===== src/upfc_defs.svh =====
// Offsets, field positions, reset values and timing counts of the upstream port failover controller.
// ==========================================================================
// Function
// Boot mode pins pick mode at fundamental reset.
// Host asserts reset, changes pins, then releases.
// Set sticky started bit when failover begins.
// Set sticky completed bit; survives hot reset.
// Hot reset never aborts a running failover.
// Failover forces both links to Detect, DL_Down.
// Set crossbar for mode, then retrain both links.
// Suppress link up/down flags during failover.
// Drop same-source request; hold other sources.
// Mode select field change starts failover.
// Enabled pin differing from mode starts failover.
// Request pin follows general-purpose pin 5.
// Request pin changes at most once per second; the code has no such limit, pin_level follows the synchroniser.
// Enabled watchdog one-to-zero starts failover.
// Watchdog decrements every microsecond, stops zero.
// Watchdog keeps counting through hot reset.
// Watchdog failover selects the opposite mode.
// Internal link-down disable masks upstream resets.
// External link-down disable masks bridge reset.
// Failover reset disable masks failover link-downs.
// Propagation disables ignore hot reset TS1 sets.
// Registers reachable by both roots and BAR4; the code reaches them only through the AXI4-Lite slave.
// Crossbar passes straight or crosses ports.
// Current mode updates with completion bit.
`ifndef UPFC_DEFS_SVH
`define UPFC_DEFS_SVH
`define UPFC_ADDR_CTRL 4'h0
`define UPFC_ADDR_STATUS 4'h4
`define UPFC_ADDR_WDOG 4'h8
`define UPFC_CTL_MSEL 0
`define UPFC_CTL_PIN_EN 1
`define UPFC_CTL_TIMER_EN 2
`define UPFC_CTL_IDLD 3
`define UPFC_CTL_EDLD 4
`define UPFC_CTL_DFHR 5
`define UPFC_CTL_IDPROP 6
`define UPFC_CTL_EDPROP 7
`define UPFC_STS_MODE 0
`define UPFC_STS_STARTED 1
`define UPFC_STS_DONE 2
`define UPFC_STS_BUSY 3
`define UPFC_CTRL_RESET 8'h00
`define UPFC_WDOG_RESET 32'h00000000
`define UPFC_CLK_MHZ 25
`define UPFC_US_NS 1000
`define UPFC_CLK_NS 40
`define UPFC_US_CYCLES (`UPFC_US_NS / `UPFC_CLK_NS)
`define UPFC_DROP_CYCLES 8'h04
`endif


===== src/upfc_pkg.sv =====
// Types of the upstream port failover controller.
package upfc_pkg;
  typedef enum logic [3:0]
  {
    UPFC_IDLE = 4'b0001,
    UPFC_DROP = 4'b0010,
    UPFC_SWAP = 4'b0100,
    UPFC_TRAIN = 4'b1000
  } upfc_state_type;
  typedef enum logic [1:0]
  {
    UPFC_SRC_SW = 2'h0,
    UPFC_SRC_PIN = 2'h1,
    UPFC_SRC_TIMER = 2'h2
  } upfc_src_type;
endpackage


===== src/upfc_ctrl.sv =====
// Upstream port failover controller with an AXI4-Lite register slave.
//
// Decided for this implementation: the register offsets and register access over AXI4-Lite.
`timescale 1ns/1ps
`include "upfc_defs.svh"
module upfc_ctrl
(
  // Clock and resets.
  input wire logic sys_clk,
  input wire logic resetn,
  input wire logic hot_reset,
  // Boot straps and pins.
  input wire logic switch_mode_pin,
  input wire logic gpio_pin5,
  // Link status from the port stacks.
  input wire logic port_a_link_up,
  input wire logic port_c_link_up,
  input wire logic port_a_dl_down,
  input wire logic port_c_dl_down,
  input wire logic port_a_ts1_hot_reset,
  input wire logic port_c_ts1_hot_reset,
  // Link control, domain reset and mode outputs.
  output logic links_to_detect,
  output logic link_train_start,
  output logic crossbar_swapped,
  output logic link_flag_mask,
  output logic internal_domain_reset,
  output logic external_domain_reset,
  output logic current_mode,
  // AXI4-Lite write.
  input wire logic [3:0] s_axi_awaddr,
  input wire logic s_axi_awvalid,
  output logic s_axi_awready,
  input wire logic [31:0] s_axi_wdata,
  input wire logic [3:0] s_axi_wstrb,
  input wire logic s_axi_wvalid,
  output logic s_axi_wready,
  output logic [1:0] s_axi_bresp,
  output logic s_axi_bvalid,
  input wire logic s_axi_bready,
  // AXI4-Lite read.
  input wire logic [3:0] s_axi_araddr,
  input wire logic s_axi_arvalid,
  output logic s_axi_arready,
  output logic [31:0] s_axi_rdata,
  output logic [1:0] s_axi_rresp,
  output logic s_axi_rvalid,
  input wire logic s_axi_rready
);
  import upfc_pkg::*;

  typedef struct packed
  {
    upfc_state_type state;
    logic [7:0] ctrl;
    logic mode;
    logic target;
    upfc_src_type src;
    logic started;
    logic done;
    logic [2:0] pending;
    logic pend_sw_mode;
    logic [31:0] wdog;
    logic [4:0] us_cnt;
    logic [7:0] wait_cnt;
    logic [2:0] pin_sync;
    logic pin_level;
    logic strap_taken;
    logic aw_held;
    logic [3:0] aw_addr;
    logic w_held;
    logic [31:0] w_data;
    logic [3:0] w_strb;
    logic bvalid;
    logic [1:0] bresp;
    logic rvalid;
    logic [1:0] rresp;
    logic [31:0] rdata;
    logic int_rst;
    logic ext_rst;
  } upfc_regs_type;

  upfc_regs_type r_reg;
  upfc_regs_type r_next;

  // ==========================================================================
  // Helpers
  function automatic logic [31:0] upfc_merge(input logic [31:0] old_v, input logic [31:0] new_v,
    input logic [3:0] strb);
    logic [31:0] res;
    res = old_v;
    for (int i = 0; i < 4; i++)
    begin
      if (strb[i])
      begin
        res[i*8 +: 8] = new_v[i*8 +: 8];
      end
    end
    return res;
  endfunction

  function automatic logic upfc_mapped(input logic [3:0] a);
    return (a == `UPFC_ADDR_CTRL) || (a == `UPFC_ADDR_STATUS) || (a == `UPFC_ADDR_WDOG);
  endfunction

  logic do_write;
  logic in_failover;
  logic msel_change;
  logic pin_req;
  logic tmr_req;
  logic [31:0] new_ctrl;
  logic [31:0] status_word;

  assign in_failover = (r_reg.state != UPFC_IDLE);
  assign do_write = r_reg.aw_held && r_reg.w_held && !r_reg.bvalid;
  assign new_ctrl = upfc_merge({24'h000000, r_reg.ctrl}, r_reg.w_data, r_reg.w_strb);
  assign status_word = {28'h0000000, in_failover, r_reg.done, r_reg.started, r_reg.mode};

  always_comb
  begin
    r_next = r_reg;
    msel_change = 1'b0;
    pin_req = 1'b0;
    tmr_req = 1'b0;

    // ========================================================================
    // Boot strap capture after fundamental reset release.
    if (!r_reg.strap_taken)
    begin
      r_next.strap_taken = 1'b1;
      r_next.mode = switch_mode_pin;
      r_next.ctrl[`UPFC_CTL_MSEL] = switch_mode_pin;
    end

    // ========================================================================
    // Request pin synchroniser: three stages, change counts when last two agree.
    r_next.pin_sync = {r_reg.pin_sync[1:0], gpio_pin5};
    if (r_reg.pin_sync[2] == r_reg.pin_sync[1])
    begin
      r_next.pin_level = r_reg.pin_sync[2];
    end

    // ========================================================================
    // Watchdog, one decrement per microsecond; hot reset does not touch it.
    r_next.us_cnt = (r_reg.us_cnt == 5'(`UPFC_US_CYCLES - 1)) ? 5'h00 : r_reg.us_cnt + 5'h01;
    if (r_reg.us_cnt == 5'(`UPFC_US_CYCLES - 1) && r_reg.wdog != 32'h00000000)
    begin
      r_next.wdog = r_reg.wdog - 32'h00000001;
      if (r_reg.wdog == 32'h00000001 && r_reg.ctrl[`UPFC_CTL_TIMER_EN])
      begin
        tmr_req = 1'b1;
      end
    end

    // ========================================================================
    // AXI4-Lite slave.
    if (s_axi_awvalid && !r_reg.aw_held)
    begin
      r_next.aw_held = 1'b1;
      r_next.aw_addr = s_axi_awaddr;
    end
    if (s_axi_wvalid && !r_reg.w_held)
    begin
      r_next.w_held = 1'b1;
      r_next.w_data = s_axi_wdata;
      r_next.w_strb = s_axi_wstrb;
    end
    if (do_write)
    begin
      r_next.aw_held = 1'b0;
      r_next.w_held = 1'b0;
      r_next.bvalid = 1'b1;
      r_next.bresp = upfc_mapped(r_reg.aw_addr) ? 2'h0 : 2'h2;
      unique case (r_reg.aw_addr)
        `UPFC_ADDR_CTRL:
        begin
          r_next.ctrl = new_ctrl[7:0];
          msel_change = (new_ctrl[`UPFC_CTL_MSEL] != r_reg.ctrl[`UPFC_CTL_MSEL]);
        end
        `UPFC_ADDR_WDOG:
        begin
          r_next.wdog = upfc_merge(r_reg.wdog, r_reg.w_data, r_reg.w_strb);
          tmr_req = 1'b0;
        end
        default:
        begin
        end
      endcase
    end
    if (r_reg.bvalid && s_axi_bready)
    begin
      r_next.bvalid = 1'b0;
    end
    if (s_axi_arvalid && !r_reg.rvalid)
    begin
      r_next.rvalid = 1'b1;
      r_next.rresp = upfc_mapped(s_axi_araddr) ? 2'h0 : 2'h2;
      unique case (s_axi_araddr)
        `UPFC_ADDR_CTRL: r_next.rdata = {24'h000000, r_reg.ctrl};
        `UPFC_ADDR_STATUS: r_next.rdata = status_word;
        `UPFC_ADDR_WDOG: r_next.rdata = r_reg.wdog;
        default: r_next.rdata = 32'h00000000;
      endcase
    end
    if (r_reg.rvalid && s_axi_rready)
    begin
      r_next.rvalid = 1'b0;
    end

    pin_req = r_reg.ctrl[`UPFC_CTL_PIN_EN] && r_reg.strap_taken && (r_reg.pin_level != r_reg.mode);

    // ========================================================================
    // Request queue: same source in flight is dropped, others wait.
    if (msel_change && !(in_failover && r_reg.src == UPFC_SRC_SW))
    begin
      r_next.pending[UPFC_SRC_SW] = 1'b1;
      r_next.pend_sw_mode = new_ctrl[`UPFC_CTL_MSEL];
    end
    if (pin_req && !(in_failover && r_reg.src == UPFC_SRC_PIN))
    begin
      r_next.pending[UPFC_SRC_PIN] = 1'b1;
    end
    if (tmr_req && !(in_failover && r_reg.src == UPFC_SRC_TIMER))
    begin
      r_next.pending[UPFC_SRC_TIMER] = 1'b1;
    end

    // ========================================================================
    // Failover sequence; only resetn aborts it, hot reset is not an input here.
    unique case (r_reg.state)
      UPFC_IDLE:
      begin
        if (r_reg.pending[UPFC_SRC_SW] || r_reg.pending[UPFC_SRC_PIN] || r_reg.pending[UPFC_SRC_TIMER])
        begin
          r_next.state = UPFC_DROP;
          r_next.started = 1'b1;
          r_next.wait_cnt = `UPFC_DROP_CYCLES;
          if (r_reg.pending[UPFC_SRC_SW])
          begin
            r_next.src = UPFC_SRC_SW;
            r_next.target = r_reg.pend_sw_mode;
            r_next.pending[UPFC_SRC_SW] = 1'b0;
          end
          else if (r_reg.pending[UPFC_SRC_PIN])
          begin
            r_next.src = UPFC_SRC_PIN;
            r_next.target = r_reg.pin_level;
            r_next.pending[UPFC_SRC_PIN] = 1'b0;
          end
          else
          begin
            r_next.src = UPFC_SRC_TIMER;
            r_next.target = !r_reg.mode;
            r_next.pending[UPFC_SRC_TIMER] = 1'b0;
          end
        end
      end
      UPFC_DROP:
      begin
        r_next.wait_cnt = r_reg.wait_cnt - 8'h01;
        if (r_reg.wait_cnt == 8'h01)
        begin
          r_next.state = UPFC_SWAP;
        end
      end
      UPFC_SWAP:
      begin
        r_next.state = UPFC_TRAIN;
      end
      UPFC_TRAIN:
      begin
        if (port_a_link_up && port_c_link_up)
        begin
          r_next.state = UPFC_IDLE;
          r_next.done = 1'b1;
          r_next.mode = r_reg.target;
        end
      end
    endcase

    // Sticky bits: writing one clears, a hardware set in the same cycle wins.
    if (do_write && r_reg.aw_addr == `UPFC_ADDR_STATUS && r_reg.w_strb[0])
    begin
      if (r_reg.w_data[`UPFC_STS_STARTED] && !(r_next.started && !r_reg.started))
      begin
        r_next.started = (r_reg.state == UPFC_IDLE) && (r_next.state == UPFC_DROP);
      end
      if (r_reg.w_data[`UPFC_STS_DONE])
      begin
        r_next.done = (r_reg.state == UPFC_TRAIN) && (r_next.state == UPFC_IDLE);
      end
    end

    // ========================================================================
    // Domain resets with link-down and hot reset masks.
    r_next.int_rst = hot_reset
      || (port_a_dl_down && !r_reg.ctrl[`UPFC_CTL_IDLD] && !(in_failover && r_reg.ctrl[`UPFC_CTL_DFHR]))
      || (port_a_ts1_hot_reset && !r_reg.ctrl[`UPFC_CTL_IDPROP]);
    r_next.ext_rst = r_next.int_rst
      || (port_c_dl_down && !r_reg.ctrl[`UPFC_CTL_EDLD] && !(in_failover && r_reg.ctrl[`UPFC_CTL_DFHR]))
      || (port_c_ts1_hot_reset && !r_reg.ctrl[`UPFC_CTL_EDPROP]);
  end

  always_ff @(posedge sys_clk or negedge resetn)
  begin
    if (!resetn)
    begin
      r_reg <= '{state: UPFC_IDLE, ctrl: `UPFC_CTRL_RESET, src: UPFC_SRC_SW, wdog: `UPFC_WDOG_RESET,
        default: '0};
    end
    else
    begin
      r_reg <= r_next;
    end
  end

  // ==========================================================================
  // Outputs.
  assign links_to_detect = (r_reg.state == UPFC_DROP);
  assign crossbar_swapped = r_reg.state == UPFC_IDLE ? r_reg.mode : r_reg.target;
  assign link_train_start = (r_reg.state == UPFC_SWAP);
  assign link_flag_mask = in_failover;
  assign internal_domain_reset = r_reg.int_rst;
  assign external_domain_reset = r_reg.ext_rst;
  assign current_mode = r_reg.mode;
  assign s_axi_awready = !r_reg.aw_held;
  assign s_axi_wready = !r_reg.w_held;
  assign s_axi_bvalid = r_reg.bvalid;
  assign s_axi_bresp = r_reg.bresp;
  assign s_axi_arready = !r_reg.rvalid;
  assign s_axi_rvalid = r_reg.rvalid;
  assign s_axi_rresp = r_reg.rresp;
  assign s_axi_rdata = r_reg.rdata;

  // ==========================================================================
  // Assertions.
  a_start_sets_flag: assert property (@(posedge sys_clk) disable iff (!resetn)
    (r_reg.state == UPFC_IDLE && r_next.state == UPFC_DROP) |=> r_reg.started)
    else $error("Started flag not set at failover start.");
  a_done_sets_mode: assert property (@(posedge sys_clk) disable iff (!resetn)
    (r_reg.state == UPFC_TRAIN && port_a_link_up && port_c_link_up)
    |=> (r_reg.done && r_reg.mode == $past(r_reg.target)))
    else $error("Completion did not set flag and mode.");
  a_drop_len: assert property (@(posedge sys_clk) disable iff (!resetn)
    $rose(links_to_detect) |-> links_to_detect [*4] ##1 link_train_start)
    else $error("Link drop length wrong.");
  a_train_after_swap: assert property (@(posedge sys_clk) disable iff (!resetn)
    link_train_start |-> crossbar_swapped == r_reg.target)
    else $error("Training started before crossbar set.");
  a_mask_in_failover: assert property (@(posedge sys_clk) disable iff (!resetn)
    links_to_detect |-> link_flag_mask)
    else $error("Link flags not masked during failover.");
  a_hot_no_abort: assert property (@(posedge sys_clk) disable iff (!resetn)
    (r_reg.state == UPFC_DROP && hot_reset) |=> r_reg.state != UPFC_IDLE)
    else $error("Hot reset aborted failover.");
  a_wdog_fail: assert property (@(posedge sys_clk) disable iff (!resetn)
    (tmr_req && !msel_change && !pin_req && r_reg.state == UPFC_IDLE && r_reg.pending == 3'h0)
    |-> ##2 (r_reg.target == !$past(r_reg.mode, 2)))
    else $error("Watchdog failover target wrong.");
  a_wdog_stop: assert property (@(posedge sys_clk) disable iff (!resetn)
    (r_reg.wdog == 32'h00000000 && !do_write) |=> r_reg.wdog == 32'h00000000)
    else $error("Watchdog moved below zero.");
  a_idld_mask: assert property (@(posedge sys_clk) disable iff (!resetn)
    (r_reg.ctrl[`UPFC_CTL_IDLD] && !hot_reset && port_a_dl_down
    && !(port_a_ts1_hot_reset && !r_reg.ctrl[`UPFC_CTL_IDPROP])) |=> !internal_domain_reset)
    else $error("Internal link-down reset not masked.");
endmodule


===== config.mk =====
export PLATFORM = sky130hd
export DESIGN_NAME = upfc_ctrl
export DESIGN_NICKNAME = d
export VERILOG_FILES = /design/src/upfc_pkg.sv /design/src/upfc_ctrl.sv
export VERILOG_INCLUDE_DIRS = /design/src
export SDC_FILE = /design/constraint.sdc
export NUM_CORES = 1
export LEC_CHECK = 0
export BUFFER_PORTS_ARGS = -buffer_cell sky130_fd_sc_hd__buf_2
export CAP_MARGIN = 20
export CELL_PAD_IN_SITES_DETAIL_PLACEMENT = 2
export CELL_PAD_IN_SITES_GLOBAL_PLACEMENT = 2
export CORE_MARGIN = 4
export CORE_UTILIZATION = 37
export CTS_CLUSTER_DIAMETER = 40
export DETAILED_ROUTE_END_ITERATION = 7
export HOLD_SLACK_MARGIN = 0.12
export PLACE_DENSITY = 0.88
export SYNTH_ARGS = -nofsm -noshare
export SYNTH_HDL_FRONTEND = slang
export SYNTH_SLANG_ARGS = --single-unit

===== constraint.sdc =====
create_clock -name sys_clk -period 3.3 [get_ports sys_clk]
set_input_delay 0.66 -clock sys_clk [delete_from_list [all_inputs] [get_ports sys_clk]]
set_output_delay 0.66 -clock sys_clk [all_outputs]
set_load 0.01 [all_outputs]

==> results of run 1 <==
## cell families after synthesis
logic type                 Yosys count  share of synthesized area
adders and majority gates            8                     0.0128
DFF                                152                      0.497
AOI/OAI and AO/OA                  158                      0.145
buffers and inverters               92                     0.0688
and+or+nand+nor                    251                      0.175
xor gates and xnor gates            10                     0.0114
other                                2                   0.000981
muxes                               62                     0.0888
## path summary, 6_finish.rpt
check                      startpoint          endpoint  slack (ns)  depth (start not counted)
max in group asynchronous      resetn        r_reg[126]        2.23                          2
setup reg to reg           r_reg[127]        r_reg[121]        0.49                          7
setup / recovery           r_reg[150]  crossbar_swapped        0.43                          6
hold / removal                 resetn         r_reg[86]        0.25                          1
min in group sys_clk        gpio_pin5        r_next[85]        0.34                          1
hold reg to reg            r_next[85]        r_next[86]        0.37                          0
## per-layer routing
layer,GRT usage,vias to the layer above
met2,0.377,188
met1,0.281,3274
met3,0.0373,56
met5,0,-
met4,0.0895,0
li1,-,2785
## placed cells by master (no fill, tap or decap), types with 6 or more instances in the layout
cell type                   count
sky130_fd_sc_hd__clkbuf_16     17
sky130_fd_sc_hd__nand2_1       63
sky130_fd_sc_hd__nand4_1       13
sky130_fd_sc_hd__buf_2        104
sky130_fd_sc_hd__o21a_1         6
sky130_fd_sc_hd__nor2b_1        8
sky130_fd_sc_hd__a22o_1        28
sky130_fd_sc_hd__mux2i_1       15
sky130_fd_sc_hd__nor2_1        56
sky130_fd_sc_hd__a211oi_1       8
sky130_fd_sc_hd__xnor2_1        8
sky130_fd_sc_hd__or3_1          9
sky130_fd_sc_hd__mux2_2        47
sky130_fd_sc_hd__dfrtp_1      151
sky130_fd_sc_hd__a21oi_1       26
sky130_fd_sc_hd__nand2b_1      10
sky130_fd_sc_hd__nor3_1        22
sky130_fd_sc_hd__inv_1         19
sky130_fd_sc_hd__buf_4         16
sky130_fd_sc_hd__o21ai_0       35
sky130_fd_sc_hd__o22ai_1        8
sky130_fd_sc_hd__nand3b_1       7
sky130_fd_sc_hd__a31oi_1        6
sky130_fd_sc_hd__ha_1           7
sky130_fd_sc_hd__nor4_1         9
sky130_fd_sc_hd__nand3_1       17
## power by group
| group | internal [mW] | switching (mW) | total (mW) | leakage [nW] |
|---|---|---|---|---|
| registers | 2.49 | 0.863 | 3.35 | 1.89 |
| logic | 0.953 | 1.07 | 2.02 | 1.78 |
| clock network | 1.15 | 0.826 | 1.98 | 0.282 |
| total | 4.59 | 2.76 | 7.35 | 3.95 |
## area by class of cell
| class | count | area [sq um] | area share |
|---|---|---|---|
| multi-input cells | 492 | 3340 | 0.379 |
| repair buffers | 122 | 672 | 0.0763 |
| clock buffers | 20 | 457 | 0.0518 |
| inverters | 19 | 71.3 | 0.00809 |
| well taps | 270 | 338 | 0.0383 |
| flip-flops and latches | 152 | 3800 | 0.432 |
| clock inverters | 12 | 125 | 0.0142 |
| diodes | 1 | 2.50 | 0.000284 |
## per-stage QoR
step / std cells / hold slack, ns
after detailed placement: 1055 / 0.360
after floorplan: 736 / 0.331
after global placement: 1055 / 0.334
final: 1088 / 0.247
after CTS: 1087 / 0.261
after global routing: 1088 / 0.290
==> impl_metrics.py, run 1 <==
metrics = {
    "floorplan": {
        "die-width_um": 152,
        "initial_core_util": 0.377,
        "io_pins": 108,
        "floorplan.die_area_sq_um": 23000,
        "fp-row-count": 52,
        "die_height_um": 152,
        "floorplan.core_area_sq_um": 20300,
    },
    "final_layout": {
        "fillerInstances": 2170,
        "final_net_count": 871,
        "largest_register_ffs": 111,
        "drive_above_1_share": 0.280,
        "post-route-cell-area_sq_um": 8810,
        "layout_area_growth_over_synthesis_pct": 15.1,
        "postLayoutCoreUtil": 0.434,
    },
    "setup_path": {
        "worstSetupStartpointType": "register",
        "timing.critical_path.cells": "nor4b_1 -> buf_4 -> inv_1 -> nand2_1 -> nand2_1 -> buf_2",
        "critical-path-top-delay-family": "simple AND/OR/NAND/NOR gates",
        "setup.worst_path.end_class": "primary output",
        "worst_path_largest_cell_delay_ns": 0.59,
        "crit_slowest_cell": "sky130_fd_sc_hd__dfstp_2",
        "worst-path-max-fanout": 10,
        "timing.critical_path.mode_cell": "sky130_fd_sc_hd__nand2_1",
        "setup.worst_path.class": "register to primary output",
        "critical_path.n_buffers_inverters": 3,
        "cp_data_required_time_ns": 2.64,
        "worst-endpoint-arrival_ns": 2.21,
    },
    "detailed_routing": {
        "met2_routed_wirelength_mm": 12.7,
        "routed-wl-met3_um": 922,
        "drt_first_iter_violations": 280,
        "detailroute.via_count": 6303,
        "remaining_drc_errors": 0,
        "post_route_antenna_net_violation_count": 0,
        "wl_met1_mm": 10.9,
        "routed_wire_length_per_instance_um": 23.3,
        "drt-vias-per-instance": 5.79,
        "total_wire_length_after_detailed_routing_mm": 25.3,
        "dr.pass1.iters": 6,
        "top_layer_used": "met4",
    },
    "clock_tree": {
        "clkTransAtPathRegs_ns": 0.06,
        "post-cts-setup-buffers": 0,
        "clock_tree.root_cell": "sky130_fd_sc_hd__clkbuf_16",
        "cts_bufs_inserted": 17,
        "clk_path_buf_depth": 2,
        "post_cts.resized_instances": 0,
        "clk-insertion-delay-late_ns": 0.43,
        "cts_hold_repair.buffers": 0,
        "cts_tree": "yes",
        "clock_tree.htree_level_count": 4,
        "clock_sinks": 152,
    },
    "synth": {
        "netlist_area_sq_um": 7650,
        "post-synth-top-area-fraction": 0.494,
        "yosysWarnings": 0,
        "synthTopCellsByArea": "sky130_fd_sc_hd__dfrtp_1, sky130_fd_sc_hd__mux2_2, sky130_fd_sc_hd__buf_4",
        "syn_inst": 735,
        "synth_seq_area_share": 0.497,
        "synthArstFlopShare": 1.00,
        "most_repeated_cell_in_the_gate_level_netlist_after_synthesis": "sky130_fd_sc_hd__dfrtp_1",
        "synthFlopType": "sky130_fd_sc_hd__dfrtp_1",
        "ys_ff_latch": 152,
        "synth_common_cells": "sky130_fd_sc_hd__dfrtp_1, sky130_fd_sc_hd__nand2_1, sky130_fd_sc_hd__nor2_1",
        "synthDistinctLibCells": 75,
        "biggest_area_consumer_among_synthesized_cells": "sky130_fd_sc_hd__dfrtp_1",
        "synth_area_per_cell_sq_um": 10.4,
        "synth_edf_count": 0,
    },
    "power_and_ir_drop": {
        "irDropWorstVdd_v": 0.000386,
        "total_leakage_power_nw": 3.95,
        "p_total_mw": 7.35,
        "powerDensity_nw_per_um2": 834,
    },
    "placed_design": {
        "gpl.final_weighted_congestion": 0.798,
        "place_ws_ns": 0.545,
        "io_buffer_count": 105,
        "placement.cell_area_sq_um": 8230,
        "half_perimeter_wire_length_after_placement_mm": 17.0,
    },
    "grt": {
        "grt_antenna_before_repair": 1,
        "grt_start_max_net_pins": 67,
        "first_pass_grt_wire_length_mm": 41.1,
        "grtUsageTotal": 0.221,
        "number_of_global_route_vias_before_repair": 6979,
        "grt-ovfl-total": 0,
    },
    "timing": {
        "fin_skew_ns": 0.00755,
        "period_share": 0.870,
        "rsz0062_at_grt": "no",
        "final-max-slew-violation-count": 0,
        "timing.final.setup_violations": 0,
        "layout_setup_ws_ns": 0.429,
        "fin_setup_tns_ns": 0,
        "maxSlewHeadroom": 0.380,
        "maxClockFrequency_ghz": 0.348,
        "timing.final.hold_violations": 0,
        "least_margin_pin_slew_ns": 0.922,
        "period_minus_slack_ns": 2.87,
    },
    "flow_run": {
        "cap_violations": 0,
    },
    "run_status": {
        "status": "finished, final reports clean",
    },
    "worst_hold_path": {
        "holdCritPathClass": "input port to asynchronous set/reset pin",
    },
}
Power figures use the tool's default switching activity.
==> run 2: changes to the inputs <==
Settings changed: ABC_AREA set to 1, CORE_UTILIZATION 37 to 34.
==> impl_metrics.py, run 2 <==
metrics = {
    "clock_tree": {
        "cts_tree": "yes",
        "clk-insertion-delay-late_ns": 0.44,
        "clock_tree.htree_level_count": 4,
        "clock_tree.root_cell": "sky130_fd_sc_hd__clkbuf_16",
        "post_cts.resized_instances": 0,
        "cts_bufs_inserted": 17,
        "clock_sinks": 152,
        "clkTransAtPathRegs_ns": 0.07,
        "cts_hold_repair.buffers": 0,
        "post-cts-setup-buffers": 0,
        "clk_path_buf_depth": 2,
    },
    "floorplan": {
        "fp-row-count": 56,
        "initial_core_util": 0.349,
        "floorplan.die_area_sq_um": 26900,
        "die_height_um": 164,
        "die-width_um": 164,
        "io_pins": 108,
        "floorplan.core_area_sq_um": 23700,
    },
    "placed_design": {
        "io_buffer_count": 105,
        "gpl.final_weighted_congestion": 0.876,
        "placement.cell_area_sq_um": 8890,
        "place_inst": 1418,
        "half_perimeter_wire_length_after_placement_mm": 20.5,
    },
    "setup_path": {
        "crit_slowest_cell": "sky130_fd_sc_hd__dfrtp_1",
        "endpoint_of_the_worst_slack_reg_to_reg_timing_path": "r_reg[119]",
        "r2r_setup_slack_ns": 1.00,
        "worst-path-max-fanout": 9,
        "critical_path.reg2reg.startpoint": "r_reg[100]",
        "setup.worst_path.end_class": "primary output",
        "worst_path_largest_cell_delay_ns": 0.42,
        "reg2regPathDepth": 12,
        "setup.worst_path.class": "register to primary output",
        "cp_data_required_time_ns": 2.64,
        "worstSetupStartpointType": "register",
        "worst-endpoint-arrival_ns": 1.71,
        "timing.critical_path.cells": "nor2_1 -> nand3_2 -> o21ai_0 -> buf_2",
    },
    "timing": {
        "timing.final.setup_violations": 0,
        "maxClockFrequency_ghz": 0.423,
        "holdWs_ns": 0.189,
        "period_minus_slack_ns": 2.37,
        "rsz0062_at_grt": "no",
        "period_share": 0.717,
        "least_margin_pin_slew_ns": 0.716,
        "maxSlewHeadroom": 0.521,
        "fin_setup_tns_ns": 0,
        "timing.final.hold_violations": 0,
        "fin_skew_ns": 0.0139,
        "final-max-slew-violation-count": 0,
    },
    "final_layout": {
        "fillerInstances": 2792,
        "antenna_cells": 0,
        "largest_register_ffs": 111,
        "post-route-cell-area_sq_um": 9500,
        "drive_above_1_share": 0.193,
        "final_cell_mix": "sky130_fd_sc_hd__nand2_1, sky130_fd_sc_hd__dfrtp_1, sky130_fd_sc_hd__inv_1",
        "final_net_count": 1185,
        "layout_area_growth_over_synthesis_pct": 14.8,
        "final_non_filler_cells": 1450,
        "final_common_cell": "sky130_fd_sc_hd__nand2_1",
    },
    "power_and_ir_drop": {
        "total_leakage_power_nw": 4.73,
        "power.switching_mw": 3.33,
        "irDropWorstVdd_v": 0.000313,
        "powerDensity_nw_per_um2": 830,
        "power.internal_mw": 4.56,
        "pwr-share-seq": 0.396,
        "share_clk_of_total_power": 0.259,
        "switching_part_of_the_total": 0.422,
        "pwr-share-comb": 0.345,
    },
    "grt": {
        "grt_antenna_before_repair": 0,
        "grt_start_max_net_pins": 61,
        "first_pass_grt_wire_length_mm": 44.9,
        "grtUsageTotal": 0.212,
        "grt-ovfl-total": 0,
        "number_of_global_route_vias_before_repair": 8136,
    },
    "synth": {
        "ys_ff_latch": 152,
        "synth_seq_area_share": 0.460,
        "synth_common_cells": "sky130_fd_sc_hd__nand2_1, sky130_fd_sc_hd__dfrtp_1, sky130_fd_sc_hd__inv_1",
        "most_repeated_cell_in_the_gate_level_netlist_after_synthesis": "sky130_fd_sc_hd__nand2_1",
        "syn_inst": 1046,
        "biggest_area_consumer_among_synthesized_cells": "sky130_fd_sc_hd__dfrtp_1",
        "synthArstFlopShare": 1.00,
        "synth_area_per_cell_sq_um": 7.91,
        "post-synth-top-area-fraction": 0.457,
        "netlist_area_sq_um": 8270,
        "synthFlopType": "sky130_fd_sc_hd__dfrtp_1",
        "synth_edf_count": 0,
        "synthTopCellsByArea": "sky130_fd_sc_hd__dfrtp_1, sky130_fd_sc_hd__nand2_1, sky130_fd_sc_hd__inv_1",
        "synthDistinctLibCells": 44,
        "yosysWarnings": 0,
    },
    "worst_hold_path": {
        "holdCritPathClass": "input port to asynchronous set/reset pin",
    },
    "run_status": {
        "status": "finished, final reports clean",
    },
    "detailed_routing": {
        "post_route_antenna_net_violation_count": 0,
        "remaining_drc_errors": 0,
        "dr.pass1.iters": 5,
        "routed_wire_length_per_instance_um": 19.1,
        "drt-vias-per-instance": 5.09,
        "total_wire_length_after_detailed_routing_mm": 27.7,
        "drt_first_iter_violations": 385,
        "detailroute.via_count": 7375,
    },
    "flow_run": {
        "cap_violations": 0,
    },
}
run 2: changes by cell type after synthesis, moves of 10 or more:
cell and change:
sky130_fd_sc_hd__nand2b_1 -10, sky130_fd_sc_hd__nand2_1 +230, sky130_fd_sc_hd__o31ai_1 +22, sky130_fd_sc_hd__nor3_1 -10, sky130_fd_sc_hd__nand3_1 +36, sky130_fd_sc_hd__inv_1 +102, sky130_fd_sc_hd__nor2_1 +63, sky130_fd_sc_hd__o21ai_0 +14
sky130_fd_sc_hd__mux2i_1 -15, sky130_fd_sc_hd__mux2_2 -21, sky130_fd_sc_hd__a22o_1 -28, sky130_fd_sc_hd__nor2_2 +12, sky130_fd_sc_hd__clkbuf_1 -13
run 2: logic make-up (layout without fill, tap and decap cells):
logic type                 Yosys count  count (layout)  synth area share
xor gates and xnor gates            11              11            0.0116
other                                2               3          0.000908
DFF                                152             152             0.460
adders and majority gates            8               8            0.0118
and+or+nand+nor                    516             516             0.261
AOI/OAI and AO/OA                  143             143             0.112
buffers and inverters              188             272             0.107
muxes                               26              26            0.0354
run 2: worst max-delay path: cells and delay by family, from the launching register on:
kind	cells	cell delay [ns]
buffers and inverters	1	0.17
AO/OA/AOI/OAI	1	0.24
AND/OR/NAND/NOR	2	0.44
flip-flops	1	0.42
run 2: layer usage:
metal / vias to the layer above / global-route usage / routed length, um
li1: 3474 / - / -
met1: 3725 / 0.299 / 13400
met2: 141 / 0.335 / 12700
met3: 35 / 0.0331 / 1080
met4: 0 / 0.0686 / 524
met5: - / 0 / 0
run 2: layout make-up:
| cell class | instances | area (sq um) | share of cell area |
|---|---|---|---|
| Inverter | 123 | 462 | 0.0486 |
| Timing Repair Buffer | 117 | 634 | 0.0668 |
| Clock buffer | 20 | 467 | 0.0491 |
| Clock inverter | 12 | 140 | 0.0148 |
| Sequential cell | 152 | 3800 | 0.401 |
| Tap cell | 319 | 399 | 0.0420 |
| Multi-Input combinational cell | 707 | 3590 | 0.378 |
run 2: worst max-delay path by stage:
stage	end	cells after the start	startpoint	slack (ns)
6_report	crossbar_swapped	4	r_reg[153]	0.93
5_1_grt	r_reg[119]	12	r_reg[100]	0.79
4_1_cts	crossbar_swapped	4	r_reg[153]	0.91
3_3_place_gp	s_axi_rdata[0]	7	s_axi_araddr[1]	1.17
2_1_floorplan	s_axi_rdata[11]	6	s_axi_araddr[1]	1.52
3_5_place_dp	r_reg[119]	11	r_reg[100]	1.09
run 2: power by group through the flow:
stage               combinational, mW  sequential, mW  clock, mW
floorplan                        1.92            2.87          0
global placement                 2.51            3.07          0
detailed placement               2.68            3.13          0
CTS                              2.74            3.11       2.10
global route                     3.09            3.21       2.19
finish                           2.72            3.12       2.05
run 2: through the flow:
step	utilization	total power, mW	setup WS [ns]
5_1_grt	0.401	8.48	0.793
3_3_place_gp	0.375	5.59	1.17
2_1_floorplan	-	4.79	1.52
6_report	0.401	7.89	0.934
3_5_place_dp	0.375	5.81	1.09
4_1_cts	0.401	7.95	0.906
==> run 3: changes to the inputs <==
Settings changed: ABC_AREA 1 to 0, CORE_UTILIZATION 34 to 37.
Clock period 3.3 ns to 2.2 ns, I/O delays scaled along.
==> impl_metrics.py, run 3 (synthesis results as in run 1) <==
metrics = {
    "run_status": {
        "status": "complete, but fails checks",
        "failed_checks": "setup timing",
    },
    "setup_path": {
        "timing.critical_path.cells": "or4_4 -> nor4_4 -> and4bb_4 -> buf_8 -> nor3_1 -> o31ai_1 -> a31oi_1",
        "critical-path-top-delay-family": "simple AND/OR/NAND/NOR gates",
        "cp_data_required_time_ns": 2.49,
        "setup.worst_path.class": "register to register",
        "worst-path-max-fanout": 8,
        "worst_path_largest_cell_delay_ns": 0.55,
        "worst-endpoint-arrival_ns": 2.96,
        "crit_slowest_cell": "sky130_fd_sc_hd__or4_4",
        "critical_path.n_buffers_inverters": 1,
        "worstSetupStartpointType": "register",
        "r2r_setup_slack_ns": -0.47,
        "setup.worst_path.end_class": "register",
    },
    "floorplan": {
        "floorplan.core_area_sq_um": 20300,
        "fp-row-count": 52,
        "initial_core_util": 0.377,
        "die_height_um": 152,
        "io_pins": 108,
        "floorplan.die_area_sq_um": 23000,
        "die-width_um": 152,
    },
    "final_layout": {
        "post-route-cell-area_sq_um": 10200,
        "drive_above_1_share": 0.422,
        "final_common_cell": "sky130_fd_sc_hd__dfrtp_1",
        "largest_register_ffs": 111,
        "postLayoutCoreUtil": 0.502,
        "final_cell_mix": "sky130_fd_sc_hd__dfrtp_1, sky130_fd_sc_hd__buf_2, sky130_fd_sc_hd__buf_4",
        "final_net_count": 959,
        "final_non_filler_cells": 1173,
        "area.sequential_sq_um": 3800,
        "fillerInstances": 2059,
        "multi_input_area_sq_um": 3900,
        "layout_area_growth_over_synthesis_pct": 33.2,
        "antenna_cells": 0,
    },
    "detailed_routing": {
        "routed_wire_length_per_instance_um": 31.8,
        "detailroute.via_count": 7315,
        "drt-vias-per-instance": 6.24,
        "post_route_antenna_net_violation_count": 0,
        "total_wire_length_after_detailed_routing_mm": 37.3,
        "drt_first_iter_violations": 692,
        "dr.pass1.iters": 5,
        "remaining_drc_errors": 0,
    },
    "timing": {
        "period_share": 1.21,
        "fin_skew_ns": 0.0185,
        "layout_setup_ws_ns": -0.466,
        "period_minus_slack_ns": 2.67,
        "least_margin_pin_slew_ns": 0.588,
        "timing.final.hold_violations": 0,
        "final-max-slew-violation-count": 0,
        "maxClockFrequency_ghz": 0.375,
        "timing.final.setup_violations": 33,
        "fin_setup_tns_ns": -9.78,
        "rsz0062_at_grt": "yes",
        "maxSlewHeadroom": 0.603,
        "holdWs_ns": 0.176,
    },
    "power_and_ir_drop": {
        "share_clk_of_total_power": 0.246,
        "pwr-share-seq": 0.366,
        "power.switching_mw": 5.39,
        "p_total_mw": 13.2,
        "pwr-share-comb": 0.388,
        "irDropWorstVdd_v": 0.000629,
        "total_leakage_power_nw": 4.61,
        "power.internal_mw": 7.85,
        "switching_part_of_the_total": 0.407,
        "powerDensity_nw_per_um2": 1300,
    },
    "grt": {
        "grt.met2_usage": 0.485,
        "grt_antenna_before_repair": 0,
        "number_of_global_route_vias_before_repair": 7944,
        "grt_use_met1": 0.350,
        "gr_busiest_metal": "met2",
        "first_pass_grt_wire_length_mm": 51.0,
        "grt-ovfl-total": 0,
        "grtUsageTotal": 0.284,
        "globalRouteMet3Util": 0.0455,
        "grt_start_max_net_pins": 49,
    },
    "clock_tree": {
        "clock_tree.htree_level_count": 4,
        "clk_path_buf_depth": 2,
        "cts_tree": "yes",
        "clk-insertion-delay-late_ns": 0.46,
        "cts_bufs_inserted": 17,
        "clock_tree.root_cell": "sky130_fd_sc_hd__clkbuf_16",
        "clock_sinks": 152,
        "clkTransAtPathRegs_ns": 0.07,
    },
    "placed_design": {
        "placement.cell_area_sq_um": 8830,
        "io_buffer_count": 105,
        "half_perimeter_wire_length_after_placement_mm": 19.0,
        "gpl.final_weighted_congestion": 0.819,
        "place_ws_ns": -0.263,
        "place_inst": 1125,
    },
    "flow_run": {
        "cap_violations": 0,
    },
    "worst_hold_path": {
        "holdCritPathClass": "input port to register",
    },
}
[run 3: changes by cell type in the layout (fill, tap and decap cells not counted), moves of 25 or more]
cell,change
sky130_fd_sc_hd__nand2_1,-231
sky130_fd_sc_hd__inv_1,-103
sky130_fd_sc_hd__nand3_1,-43
sky130_fd_sc_hd__a22o_1,+28
sky130_fd_sc_hd__buf_4,+72
sky130_fd_sc_hd__nor2_1,-66
sky130_fd_sc_hd__o31ai_1,-25
[run 3: worst register-to-register path, delay by kind of cell, from the launching register on]
kind	cells	cell delay [ns]
DFF	1	0.44
and+or+nand+nor	4	1.42
buffers and inverters	1	0.17
AOI/OAI and AO/OA	2	0.47
[run 3: final cells by class]
class	instances	area share
well taps	270	0.0332
multi-input cells	492	0.383
inverters	19	0.00700
clock inverters	8	0.0144
clock buffers	22	0.0456
flip-flops and latches	152	0.373
repair buffers	210	0.144
[run 3: final timing paths]
kind	start	to	cells after the start
hold / removal	s_axi_bready	s_axi_bvalid	2
setup / recovery	r_reg[126]	r_reg[121]	7
max in group asynchronous	resetn	s_axi_rdata[14]	3
hold reg to reg	r_next[85]	r_next[86]	0
min in group asynchronous	resetn	r_next[86]	2
setup reg to reg	r_reg[126]	r_reg[121]	7
[run 3: power groups by stage]
stage	Sequential, mW	Combinational (mW)	Clock, mW
2_1_floorplan	4.41	2.35	0
3_3_place_gp	4.52	3.73	0
3_5_place_dp	4.63	4.06	0
4_1_cts	4.69	4.47	3.21
5_1_grt	4.91	5.37	3.41
6_report	4.85	5.14	3.26
[run 3: what timing repair did]
action                     in CTS  in global routing
pin swaps                      34                 32
hold buffers                    2                  0
setup endpoints to repair      34                 37
buffers inserted                8                  8
gates resized for setup        57                 61
hold endpoints to repair       46                  0
[run 3: metal layers]
metal,part of all wire,wire [um]
met5,0,0
met3,0.061,2280
met2,0.50,18800
met4,0.058,2180
met1,0.38,14100
